**src/dnc_pkg.sv**
```systemverilog
// Timing constants and encodings for the nibble DRAM cycle controller
package dnc_pkg;
  // ----------------------------------------------------------------
  // Clock and array shape
  // ----------------------------------------------------------------
  localparam int CLK_PERIOD_NS = 5;
  localparam int ROW_BITS = 7;
  localparam int COL_BITS = 7;
  localparam int DQ_BITS = 4;
  localparam int ROW_COUNT = 128;
  localparam int WAKE_CYCLES = 8;
  localparam int SYNC_STAGES = 2;

  // ----------------------------------------------------------------
  // Times as printed, faster grade
  // ----------------------------------------------------------------
  localparam int ROW_TO_COLUMN_DELAY_NS = 30;
  localparam int ROW_ACCESS_NS = 120;
  localparam int RAS_LOW_NS = 120;
  localparam int RAS_HIGH_NS = 90;
  localparam int RD_CYCLE_NS = 220;
  localparam int RMW_CYCLE_NS = 295;
  localparam int RMW_RAS_LOW_NS = 195;
  localparam int ROW_TO_WRITE_DELAY_NS = 150;
  localparam int GATE_HIGH_TO_DATA_DELAY_NS = 25;
  localparam int WRITE_PULSE_NS = 40;
  localparam int REFRESH_PERIOD_US = 2000;
  localparam int POWERUP_US = 500;
  localparam int IDLE_LIMIT_US = 2000;

  // ----------------------------------------------------------------
  // Derived cycle counts (least times round up, longest round down)
  // ----------------------------------------------------------------
  localparam int RCD_CYC = (ROW_TO_COLUMN_DELAY_NS + CLK_PERIOD_NS - 1) / CLK_PERIOD_NS;
  localparam int RAC_CYC = (ROW_ACCESS_NS + CLK_PERIOD_NS - 1) / CLK_PERIOD_NS;
  localparam int RASL_CYC = (RAS_LOW_NS + CLK_PERIOD_NS - 1) / CLK_PERIOD_NS;
  localparam int RP_CYC = (RAS_HIGH_NS + CLK_PERIOD_NS - 1) / CLK_PERIOD_NS;
  localparam int RC_CYC = (RD_CYCLE_NS + CLK_PERIOD_NS - 1) / CLK_PERIOD_NS;
  localparam int RWC_CYC = (RMW_CYCLE_NS + CLK_PERIOD_NS - 1) / CLK_PERIOD_NS;
  localparam int RMW_RASL_CYC = (RMW_RAS_LOW_NS + CLK_PERIOD_NS - 1) / CLK_PERIOD_NS;
  localparam int RWD_CYC = (ROW_TO_WRITE_DELAY_NS + CLK_PERIOD_NS - 1) / CLK_PERIOD_NS;
  localparam int OEHD_CYC = (GATE_HIGH_TO_DATA_DELAY_NS + CLK_PERIOD_NS - 1) / CLK_PERIOD_NS;
  localparam int WP_CYC = (WRITE_PULSE_NS + CLK_PERIOD_NS - 1) / CLK_PERIOD_NS;
  // Pin-to-register latency is one output flop plus two input sync flops
  localparam int SAMPLE_T = RAC_CYC + SYNC_STAGES + 2;
  localparam int RD_END_T = SAMPLE_T + 1;
  localparam int WR_END_T = RASL_CYC;
  localparam int RMW_WE_T = SAMPLE_T + 1 + OEHD_CYC;
  localparam int RMW_END_T = RMW_WE_T + WP_CYC;
  localparam int REF_INT_CYC = (REFRESH_PERIOD_US * 1000 / ROW_COUNT) / CLK_PERIOD_NS;
  localparam int POWERUP_CYC = (POWERUP_US * 1000 + CLK_PERIOD_NS - 1) / CLK_PERIOD_NS;
  localparam int IDLE_LIMIT_CYC = (IDLE_LIMIT_US * 1000) / CLK_PERIOD_NS;
  localparam int CNT_W = 20;
  localparam int T_W = 7;

  // ----------------------------------------------------------------
  // Encodings
  // ----------------------------------------------------------------
  typedef enum logic [3:0] {
    ST_POWER = 4'b0001,
    ST_IDLE = 4'b0010,
    ST_ACT = 4'b0100,
    ST_PRE = 4'b1000
  } dnc_state_e;

  typedef enum logic [1:0] {
    OP_READ = 2'h0,
    OP_WRITE = 2'h1,
    OP_RMW = 2'h2,
    OP_REFRESH = 2'h3
  } dnc_op_e;
endpackage

```
**src/dnc_ctrl.sv**
```systemverilog
// Host-side cycle controller for a 16K x 4 multiplexed-address DRAM
// Overview of operation
// - After over 2 ms idle, issue eight cycles
// - Keep row-to-column delay below maximum
// - Column high before row low always
// - Write strobe stays high through read end
// - Space read-modify-write cycles by 295 ns
// - Drive data only 25 ns after gate high
// - Refresh all 128 rows every 2 ms
// - Wait 500 us then eight wake cycles
`timescale 1ns/10ps
module dnc_ctrl
  import dnc_pkg::*;
#(
  parameter int POWERUP_CYCLES = POWERUP_CYC,
  parameter int IDLE_LIMIT_CYCLES = IDLE_LIMIT_CYC,
  parameter int REF_INT_CYCLES = REF_INT_CYC
) (
  // Clock and reset
  input wire logic ref_clk_i,
  input wire logic rst_i,
  // User request side
  input wire logic req_i,
  input wire logic req_write_i,
  input wire logic req_rmw_i,
  input wire logic [ROW_BITS+COL_BITS-1:0] req_addr_i,
  input wire logic [DQ_BITS-1:0] req_wdata_i,
  output logic req_ready_o,
  output logic [DQ_BITS-1:0] rd_data_o,
  output logic rd_valid_o,
  output logic init_done_o,
  // DRAM pins
  output logic ras_n_o,
  output logic cas_n_o,
  output logic we_n_o,
  output logic oe_n_o,
  output logic [ROW_BITS-1:0] addr_o,
  input wire logic [DQ_BITS-1:0] dq_i,
  output logic [DQ_BITS-1:0] dq_o,
  output logic dq_oe_o
);

  // ------------------------------------------------------------------
  // State
  // ------------------------------------------------------------------
  dnc_state_e state_q, state_d;
  dnc_op_e op_q, op_d;
  logic [T_W-1:0] t_q, t_d;
  logic [T_W-1:0] p_q, p_d;
  logic [CNT_W-1:0] pwr_q, pwr_d;
  logic [CNT_W-1:0] idle_q, idle_d;
  logic [CNT_W-1:0] ref_q, ref_d;
  logic ref_pend_q, ref_pend_d;
  logic [3:0] wake_q, wake_d;
  logic init_q, init_d;
  logic [ROW_BITS-1:0] rfrow_q, rfrow_d;
  logic [ROW_BITS+COL_BITS-1:0] addr_q, addr_d;
  logic [DQ_BITS-1:0] wdata_q, wdata_d;
  logic [DQ_BITS-1:0] dq_s1_q, dq_s2_q;
  logic [DQ_BITS-1:0] rdata_q, rdata_d;
  logic rvalid_q, rvalid_d;
  logic ras_n_q, cas_n_q, we_n_q, oe_n_q, dq_oe_q;
  logic [ROW_BITS-1:0] pa_q;
  logic [DQ_BITS-1:0] dq_q;

  // ------------------------------------------------------------------
  // Decode
  // ------------------------------------------------------------------
  wire is_rd = (op_q == OP_READ);
  wire is_wr = (op_q == OP_WRITE);
  wire is_rmw = (op_q == OP_RMW);
  wire is_ref = (op_q == OP_REFRESH);
  wire in_act = (state_q == ST_ACT);
  wire in_pre = (state_q == ST_PRE);
  wire [T_W-1:0] end_t = is_rmw ? T_W'(RMW_END_T) : is_rd ? T_W'(RD_END_T) : T_W'(WR_END_T);
  wire [T_W-1:0] cyc_t = is_rmw ? T_W'(RWC_CYC) : T_W'(RC_CYC);
  wire act_done = in_act && (t_q >= end_t);
  // Precharge ends on both the high width and the whole cycle time
  wire pre_done = in_pre && (p_q >= T_W'(RP_CYC - 1)) && (t_q >= cyc_t - T_W'(1));
  wire col_phase = (t_q >= T_W'(RCD_CYC));
  // Column address goes out a cycle before its strobe, so the pins never change on the strobe edge
  wire col_addr_phase = (t_q >= T_W'(RCD_CYC - 1));
  wire need_ref = ref_pend_q || (wake_q != 4'h0);
  wire idle_ok = (state_q == ST_IDLE) && init_q;
  wire take_user = idle_ok && !need_ref && req_i;
  wire start_ref = (state_q == ST_IDLE) && need_ref;
  wire sample_now = in_act && (is_rd || is_rmw) && (t_q == T_W'(SAMPLE_T));
  wire ref_tick = (ref_q >= CNT_W'(REF_INT_CYCLES - 1));
  wire idle_hit = (idle_q >= CNT_W'(IDLE_LIMIT_CYCLES - 1));
  wire [ROW_BITS-1:0] row_addr = is_ref ? rfrow_q : addr_q[ROW_BITS-1:0];
  // Row address settles a cycle ahead of the row strobe fall
  wire [ROW_BITS-1:0] next_row = start_ref ? rfrow_q : take_user ? req_addr_i[ROW_BITS-1:0] : row_addr;

  // Pin values for the next cycle
  wire ras_n_d = !in_act;
  // CAS only moves inside a row cycle, so it is high before every row fall
  wire cas_n_d = !(in_act && !is_ref && col_phase && !act_done);
  // Read gate opens with the column strobe and closes right after sampling
  wire oe_n_d = !(in_act && (is_rd || is_rmw) && col_phase && (t_q <= T_W'(SAMPLE_T)));
  // Early write drops write strobe with the row strobe, ahead of CAS
  wire we_early = in_act && is_wr && !act_done;
  // Late write strobe waits for read data and the gate turnaround
  wire we_late = in_act && is_rmw && (t_q >= T_W'(RMW_WE_T)) && (t_q >= T_W'(RWD_CYC)) && !act_done;
  // Reads and refreshes never lower write strobe
  wire we_n_d = !(we_early || we_late);
  wire dq_oe_d = we_early || (in_act && is_rmw && (t_q >= T_W'(RMW_WE_T)) && !act_done);
  wire [ROW_BITS-1:0] pa_d = (in_act && col_addr_phase) ? addr_q[ROW_BITS+COL_BITS-1:ROW_BITS] : next_row;

  // ------------------------------------------------------------------
  // Next state
  // ------------------------------------------------------------------
  always_comb begin
    state_d = state_q;
    op_d = op_q;
    t_d = t_q;
    p_d = p_q;
    addr_d = addr_q;
    wdata_d = wdata_q;
    init_d = init_q;
    rfrow_d = rfrow_q;
    wake_d = wake_q;
    pwr_d = pwr_q;
    rdata_d = rdata_q;
    rvalid_d = 1'b0;
    case (state_q)
      ST_POWER: begin
        pwr_d = pwr_q + CNT_W'(1);
        if (pwr_q >= CNT_W'(POWERUP_CYCLES - 1)) begin
          wake_d = 4'(WAKE_CYCLES);
          state_d = ST_IDLE;
        end
      end
      ST_IDLE: begin
        t_d = '0;
        if (start_ref) begin
          op_d = OP_REFRESH;
          state_d = ST_ACT;
        end else if (take_user) begin
          op_d = req_rmw_i ? OP_RMW : (req_write_i ? OP_WRITE : OP_READ);
          addr_d = req_addr_i;
          wdata_d = req_wdata_i;
          state_d = ST_ACT;
        end
      end
      ST_ACT: begin
        t_d = t_q + T_W'(1);
        p_d = '0;
        if (sample_now) begin
          rdata_d = dq_s2_q;
          rvalid_d = 1'b1;
        end
        if (act_done) begin
          state_d = ST_PRE;
        end
      end
      ST_PRE: begin
        t_d = t_q + T_W'(1);
        p_d = p_q + T_W'(1);
        if (pre_done) begin
          state_d = ST_IDLE;
          if (is_ref) begin
            rfrow_d = rfrow_q + ROW_BITS'(1);
            if (wake_q != 4'h0) begin
              wake_d = wake_q - 4'h1;
            end
            if (wake_q == 4'h1) begin
              init_d = 1'b1;
            end
          end
        end
      end
      default: begin
        state_d = ST_POWER;
      end
    endcase
    // Long row-strobe silence restarts the wake sequence
    if (idle_hit && init_q) begin
      wake_d = 4'(WAKE_CYCLES);
    end
  end

  // Refresh pacing and idle timing; a new tick beats the clear
  assign ref_d = ref_tick ? '0 : ref_q + CNT_W'(1);
  assign ref_pend_d = (ref_tick && init_q) || (ref_pend_q && !(start_ref && wake_q == 4'h0));
  // Idle limit covers the case where pacing is slower than the row-strobe gap
  assign idle_d = (!ras_n_q || idle_hit) ? '0 : idle_q + CNT_W'(1);
  assign req_ready_o = idle_ok && !need_ref;

  // ------------------------------------------------------------------
  // Registers
  // ------------------------------------------------------------------
  always_ff @(posedge ref_clk_i) begin
    if (rst_i) begin
      state_q <= ST_POWER;
      op_q <= OP_READ;
      t_q <= '0;
      p_q <= '0;
      pwr_q <= '0;
      idle_q <= '0;
      ref_q <= '0;
      ref_pend_q <= 1'b0;
      wake_q <= 4'h0;
      init_q <= 1'b0;
      rfrow_q <= '0;
      addr_q <= '0;
      wdata_q <= '0;
      rdata_q <= '0;
      rvalid_q <= 1'b0;
    end else begin
      state_q <= state_d;
      op_q <= op_d;
      t_q <= t_d;
      p_q <= p_d;
      pwr_q <= pwr_d;
      idle_q <= idle_d;
      ref_q <= ref_d;
      ref_pend_q <= ref_pend_d;
      wake_q <= wake_d;
      init_q <= init_d;
      rfrow_q <= rfrow_d;
      addr_q <= addr_d;
      wdata_q <= wdata_d;
      rdata_q <= rdata_d;
      rvalid_q <= rvalid_d;
    end
  end

  always_ff @(posedge ref_clk_i) begin
    if (rst_i) begin
      ras_n_q <= 1'b1;
      cas_n_q <= 1'b1;
      we_n_q <= 1'b1;
      oe_n_q <= 1'b1;
      dq_oe_q <= 1'b0;
      pa_q <= '0;
      dq_q <= '0;
    end else begin
      ras_n_q <= ras_n_d;
      cas_n_q <= cas_n_d;
      we_n_q <= we_n_d;
      oe_n_q <= oe_n_d;
      dq_oe_q <= dq_oe_d;
      pa_q <= pa_d;
      dq_q <= wdata_q;
    end
  end

  // Pin data comes from another timing domain
  always_ff @(posedge ref_clk_i) begin
    if (rst_i) begin
      dq_s1_q <= '0;
      dq_s2_q <= '0;
    end else begin
      dq_s1_q <= dq_i;
      dq_s2_q <= dq_s1_q;
    end
  end

  // ------------------------------------------------------------------
  // Outputs
  // ------------------------------------------------------------------
  assign ras_n_o = ras_n_q;
  assign cas_n_o = cas_n_q;
  assign we_n_o = we_n_q;
  assign oe_n_o = oe_n_q;
  assign addr_o = pa_q;
  assign dq_o = dq_q;
  assign dq_oe_o = dq_oe_q;
  assign rd_data_o = rdata_q;
  assign rd_valid_o = rvalid_q;
  assign init_done_o = init_q;

endmodule

```
**config.mk**
```make
export PLATFORM = sky130hd
export DESIGN_NAME = dnc_ctrl
export DESIGN_NICKNAME = d
export VERILOG_FILES = /design/src/dnc_pkg.sv /design/src/dnc_ctrl.sv
export SDC_FILE = /design/constraint.sdc
export NUM_CORES = 1
export LEC_CHECK = 0
export ABC_CLOCK_PERIOD_IN_PS = 4400
export BUFFER_PORTS_ARGS = -buffer_cell sky130_fd_sc_hd__buf_4
export CAP_MARGIN = 0
export CORE_ASPECT_RATIO = 0.6
export CORE_UTILIZATION = 45
export DETAILED_ROUTE_END_ITERATION = 6
export PLACE_DENSITY_LB_ADDON = 0.12
export SETUP_SLACK_MARGIN = 0.05
export SKIP_CTS_REPAIR_TIMING = 1
export SLEW_MARGIN = 10
export SYNTH_ARGS = -nofsm -noshare
export SYNTH_HDL_FRONTEND = slang
export SYNTH_SLANG_ARGS = --single-unit
```
**constraint.sdc**
```tcl
create_clock -name ref_clk_i -period 4.4 [get_ports ref_clk_i]
set_clock_uncertainty 0.2 [all_clocks]
set_input_delay 0.44 -clock ref_clk_i [delete_from_list [all_inputs] [get_ports ref_clk_i]]
set_output_delay 0.44 -clock ref_clk_i [all_outputs]
set_load 0.02 [all_outputs]
```
; Word-level counts from Yosys, hierarchy flattened
; Index checks and enable logic that the tools add are counted.
[word_totals]
input_bits = 27
reg_bits = 140
output_inout_bits = 23
[classes]
eq_ne = 19
reduce_logical = 62
bitwise = 2
addsub = 8
order_cmp = 11
n_mux = 26
[op_table]
columns = op, n
row1 = "adder 20 x 1 -> 20 bit, second input constant", 3
row2 = 2-to-1 mux 4 bit, 10
row3 = 2-to-1 mux 7 bit, 4
row4 = case mux 7 bit (2 select lines), 2
row5 = logical AND 1 bit, 26
row6 = "adder 7 x 1 -> 7 bit, second input constant", 3
row7 = ">= comparator 20 x 12 -> 1 bit, second input constant", 1
row8 = ">= comparator 20 x 17 -> 1 bit, second input constant", 1
row9 = ">= comparator 20 x 19 -> 1 bit, second input constant", 1
row10 = case mux 4 bit (4 select lines), 1
row11 = ">= comparator 7 x 3 -> 1 bit, second input constant", 2
row12 = ">= comparator 7 x 5 -> 1 bit, second input constant", 2
row13 = AND reduction 5 bit, 2
row14 = OR reduction 2 bit, 5
row15 = logical NOT 1 bit, 9
row16 = "equality test 4 x 1 -> 1 bit, second input constant", 2
row17 = case mux 4 bit (2 select lines), 1
row18 = AND reduction 4 bit, 2
row19 = nonzero test 2 bit, 4
row20 = "equality test 7 x 5 -> 1 bit, second input constant", 1
row21 = >= comparator 7 x 6 -> 1 bit, 1
row22 = ">= comparator 7 x 6 -> 1 bit, second input constant", 1
row23 = >= comparator 7 bit, 1
row24 = "<= comparator 7 x 5 -> 1 bit, second input constant", 1
row25 = 25 further kinds, 42

; Logic depth before layout (Yosys ltp)
[depth]
depth_word = 9
ltp_mapped = 10
depth_no_buf = 9

; Worst setup path before layout
; No wires, ideal clock.
[synth_path]
path_type = flip-flop to flip-flop
from = register idle_q[0]
to = register idle_q[18]
setup_ps = 64
synth_period_minus_slack_ps = 2284
t_arrival_ps = 2020
required_time_ps = 4136
path_stages_with_launch = 11
path_buffers = 3
slack_ps = 2116
path_cell_list = dfxtp_1 -> ha_1 -> and3_1 -> clkbuf_1 -> a211o_1 -> a21oi_1 -> o21ai_1 -> or3b_1 -> buf_2 -> buf_2 -> nor2_1
[synth_via]
elab_chain_cells = 3
elab_cells_between_ends = 4
[synth_lines]
columns = item, line_no
row1 = start: declaration, dnc_ctrl.sv:51  ; logic [CNT_W-1:0] idle_q, idle_d;
row2 = start signal: assignment, dnc_ctrl.sv:215  ; idle_q <= idle_d;
row3 = >= comparator 20 x 19 -> 1 bit, dnc_ctrl.sv:89  ; wire idle_hit = (idle_q >= CNT_W'(IDLE_LIMIT_CYCLES - 1));
row4 = logical OR 1 bit, dnc_ctrl.sv:186  ; assign idle_d = (!ras_n_q || idle_hit) ? '0 : idle_q + CNT_W'(1);
row5 = OR reduction 2 bit (no source line), -
; Parallel ways exist; a longest one is shown, timed or not.
; A chain may end at the register's enable or synchronous reset.

; Worst setup path in the final report
[layout_path]
from = register state_q[1]
to = register pa_q[1], in the netlist addr_o[1]
[layout_via]
elab_chain_cells = 7
elab_cells_between_ends = 10
[layout_lines]
columns = item, line_no
row1 = start: declaration, dnc_ctrl.sv:46  ; dnc_state_e state_q, state_d;
row2 = start signal: assignment, dnc_ctrl.sv:210  ; state_q <= state_d;
row3 = equality test 4 x 2 -> 1 bit, "dnc_ctrl.sv:84, dnc_ctrl.sv:86"
row4 = logical AND 1 bit, dnc_ctrl.sv:84  ; wire idle_ok = (state_q == ST_IDLE) && init_q;
row5 = logical AND 1 bit (2 in series), dnc_ctrl.sv:85  ; wire take_user = idle_ok && !need_ref && req_i;
row6 = 2-to-1 mux 7 bit (2 in series), dnc_ctrl.sv:92  ; wire [ROW_BITS-1:0] next_row = start_ref ? rfrow_q : take_user ? req_addr_i[ROW_BITS-1:0] : row_addr;
row7 = 2-to-1 mux 7 bit (*), dnc_ctrl.sv:107  ; wire [ROW_BITS-1:0] pa_d = (in_act && col_addr_phase) ? addr_q[ROW_BITS+COL_BITS-1:ROW_BITS] : next_row;
row8 = end signal: assignment, dnc_ctrl.sv:243  ; pa_q <= pa_d;
row9 = end: declaration, dnc_ctrl.sv:63  ; logic [ROW_BITS-1:0] pa_q;
; Mark *: on every way between the ends. The rest lies on a longest branch, timed or not.

==> results.txt <==
----------------------------------------------------
[Run status]
  Run status ... complete, no violations

[Cells and area]
  Final core occ ... 56.65%
  Area growth from synthesis to layout ... 19.40%
  Final Cell Area ... 7032 um^2
  Diodes inserted ... 0
  Number of nets in the layout ... 772
  Share of cells above drive strength 1 ... 12.33%

[Detailed routing]
  Met3 Routed Length ... 589 um
  Routed wire length ... 12740 um
  Routed wire length per instance ... 14.11 um
  Number of design-rule violations left by the first detailed-router iteration ... 419
  DR vias ... 4731
  Via density per instance ... 5.239
  Sum of routed wire segments on met1 ... 6622 um
  Highest metal used ... met4
  DRC violations left ... 0
  Met2 WL post-DR ... 5415 um
  Antenna Nets Post-Route ... 0
  Count of TritonRoute iterations in the first routing pass ... 5

[Die]
  Horizontal die dimension ... 149.7 um
  Site row count ... 31
  Die area ... 13560 um^2
  Number of placed I/O pins ... 50
  Core outline area ... 12410 um^2
  Height of the die ... 90.62 um
  Effective utilization at floorplan ... 47.45%

[Logic synthesis]
  Most frequently used cell type in the post-synthesis netlist ... sky130_fd_sc_hd__dfxtp_1
  Xor and xnor fraction of the mapped netlist area ... 7.436%
  Cell count after synthesis ... 679
  Avg Inst Size Synth ... 8.674 um^2
  FF+latch count, synth ... 140
  Synth Area in Simple Gates ... 26.09%
  Synth top area cells ... sky130_fd_sc_hd__dfxtp_1, sky130_fd_sc_hd__nor2_1, sky130_fd_sc_hd__nand2_1, sky130_fd_sc_hd__xor2_1, sky130_fd_sc_hd__ha_1
  Top-area cell type share of the netlist area ... 47.59%
  Synth cell types ... 53
  Post-synth design cell area ... 5889 um^2
  Largest family of logic cells by synthesized area ... simple AND/OR/NAND/NOR gates
  Number of synthesized flops with an enable pin ... 0
  Arithmetic-cell share of the synthesized area counting full adders, half adders and majority gates ... 4.249%
  Sequential fraction of the synthesis area ... 47.59%
  YS warnings ... 0
  Fraction of synthesized area in multiplexers ... 1.402%
  Area fraction in compound gates after synthesis ... 9.794%
  Top cells by instance count after synthesis ... sky130_fd_sc_hd__dfxtp_1, sky130_fd_sc_hd__nor2_1, sky130_fd_sc_hd__nand2_1
  Fraction of registers with async set or reset after synthesis ... 0%
  Post-synth top flop ... sky130_fd_sc_hd__dfxtp_1
  Synth area leader ... sky130_fd_sc_hd__dfxtp_1

[Worst setup path]
  Ordered cell list for the critical path ... or4b_1 -> or3_1 -> nand3_1 -> nand2_1 -> a22oi_1 -> a211oi_1
  Data required time at the worst endpoint ... 4.45 ns
  Arrival time worst endpoint ... 2.81 ns
  Flop2flop setup slack ... 1.64 ns
  CP Launch Type ... register
  Worst-path cell with the longest stage delay ... sky130_fd_sc_hd__or3_1
  Longest individual stage delay on the worst path ... 0.75 ns
  Critical register-to-register path endpoint ... addr_o[1]$_SDFF_PP0_
  Maximum fanout encountered on the critical timing path ... 22
  Number of cells on the worst reg-to-reg path ... 6
  R2r startpoint ... state_q[1]$_SDFFE_PP0P_
  Worst setup path class ... reg2reg
  Element type at the critical path end ... register

[STA]
  Final count of hold timing violations ... 0
  RSZ-0062 raised after global routing ... no
  Relative slew slack ... 33.51%
  Max Clock Freq ... 0.3625 GHz
  Hold Slack ... 0.05753 ns
  Final-layout setup total negative slack ... 0 ns
  Setup ws final ... 1.641 ns
  Period utilisation layout ... 62.70%
  Final setup violating endpoints ... 0
  Clock period minus worst slack ... 2.759 ns
  Worst-margin pin slew ... 0.9973 ns
  Total count of max-transition violations in the final report ... 0

[Clock tree]
  Cts bufs inserted ... 17
  Later-pin clock latency in the skew report ... 0.42 ns
  Sinks on Clock Net ... 140
  H-tree depth ... 4
  CTS tree ... done
  Maximum clock insertion buffer count ... 2
  Clock-pin transition on the worst setup and hold timing paths ... 0.06 ns
  Root buffer cell ... sky130_fd_sc_hd__clkbuf_16

[Placement]
  Input/output buffers ... 49
  Gpl congestion ... 0.8326
  Placed standard-cell area ... 6362 um^2
  HPWL after detailed placement ... 8739 um
  Placement Setup Slack ... 1.605 ns

[Global route]
  Total routing resource utilization after global routing ... 20.10%
  First-pass GRT wire length ... 21620 um
  Via count of the first global-routing pass ... 4488
  GR Overflow Total ... 0
  Largest net degree at the start of global routing ... 99
  Initial antenna violation count ... 0

[Pwr]
  Pwr dens ... 439.8 nW/um^2
  Static Leak ... 2.764 nW
  Max VDD drop ... 0.2232 mV

[Hold path]
  Worst min-delay path endpoint ... dq_s1_q[0]$_SDFF_PP0_
  Cell count of the worst hold path ... 2
  HP Class ... in2reg
  Hold Startpoint ... dq_i[0]

[Job]
  Max capacitance violation total ... 0

----------------------------------------------------
==> cell usage in the layout, fill, tap and decap left out, types with 11 or more instances in the layout <==
cell                        instances
sky130_fd_sc_hd__inv_1             16
sky130_fd_sc_hd__xor2_1            35
sky130_fd_sc_hd__nand3_1           26
sky130_fd_sc_hd__nand2_1           86
sky130_fd_sc_hd__buf_4             50
sky130_fd_sc_hd__ha_1              20
sky130_fd_sc_hd__xnor2_1           15
sky130_fd_sc_hd__clkbuf_16         17
sky130_fd_sc_hd__a21oi_1           42
sky130_fd_sc_hd__nor2_1           108
sky130_fd_sc_hd__and3_1            11
sky130_fd_sc_hd__o21ai_0           11
sky130_fd_sc_hd__nor3_1            16
sky130_fd_sc_hd__nor2b_1           12
sky130_fd_sc_hd__nand4_1           14
sky130_fd_sc_hd__dfxtp_1          140
==> state kept, by name (all words and copies together), names as in the netlist, 2 cells and up <==
| signal | count |
|---|---|
| idle_q | 20 |
| pwr_q | 20 |
| ref_q | 20 |
| addr_q | 14 |
| addr_o | 7 |
| p_q | 7 |
| rfrow_q | 7 |
| t_q | 7 |
| dq_o | 4 |
| dq_s1_q | 4 |
| dq_s2_q | 4 |
| rd_data_o | 4 |
| state_q | 4 |
| wake_q | 4 |
| wdata_q | 4 |
| op_q | 2 |
==> metal layers <==
| layer | global-route usage [%] | up-vias |
|---|---|---|
| li1 | - | 2402 |
| met1 | 29.50 | 2217 |
| met2 | 28.59 | 96 |
| met3 | 5.051 | 16 |
| met4 | 5.976 | 0 |
| met5 | 0 | - |
==> worst max-delay path, delay by kind of cell (launching register included) <==
family / cells / cell delay [ns]
and+or+nand+nor: 4 / 1.69
DFF: 1 / 0.49
AOI/OAI and AO/OA: 2 / 0.22
==> how the worst max path moves through the flow <==
| stage | startpoint | endpoint | slack, ns | depth (start not counted) |
|---|---|---|---|---|
| floorplan | idle_q[0]$_SDFF_PP0_ | idle_q[18]$_SDFF_PP0_ | 2.12 | 10 |
| global placement | state_q[1]$_SDFFE_PP0P_ | addr_o[1]$_SDFF_PP0_ | 1.68 | 6 |
| detailed placement | state_q[1]$_SDFFE_PP0P_ | addr_o[1]$_SDFF_PP0_ | 1.61 | 6 |
| CTS | state_q[1]$_SDFFE_PP0P_ | addr_o[1]$_SDFF_PP0_ | 1.61 | 6 |
| global route | wake_q[0]$_SDFFE_PP0P_ | addr_o[1]$_SDFF_PP0_ | 1.36 | 8 |
| finish | state_q[1]$_SDFFE_PP0P_ | addr_o[1]$_SDFF_PP0_ | 1.64 | 6 |
==> area by class of cell <==
type | instances | area (um^2)
Sequential cell | 140 | 2803
Fill cell | 1122 | 5380
Multi-Input combinational cell | 500 | 2918
Timing Repair Buffer | 50 | 375.4
Inverter | 16 | 60.06
Clock buffer | 22 | 484.2
Clock inverter | 10 | 185.2
Tap cell | 165 | 206.4
==> stage by stage <==
stage / instances / power (mW)
4_1_cts: 903 / 3.125
2_1_floorplan: 687 / 1.472
3_3_place_gp: 871 / 1.517
5_1_grt: 903 / 3.201
3_5_place_dp: 871 / 1.523
6_report: 903 / 3.092
==> where the power goes <==
group	total [mW]	switching, mW	internal, mW	leakage [nW]
Sequential	1.33	0.0305	1.30	1.13
Clock	1.60	0.530	1.07	0.326
Combinational	0.167	0.0946	0.0722	1.30
Total	3.09	0.655	2.44	2.76
==> cells by family after synthesis <==
group / count (synthesis)
fa+ha+maj: 20
simple gates: 319
other cells: 1
xor+xnor: 50
flops: 140
buf+inv: 47
mux: 8
compound gates: 94
No activity file was read; power rests on OpenSTA's default activity.
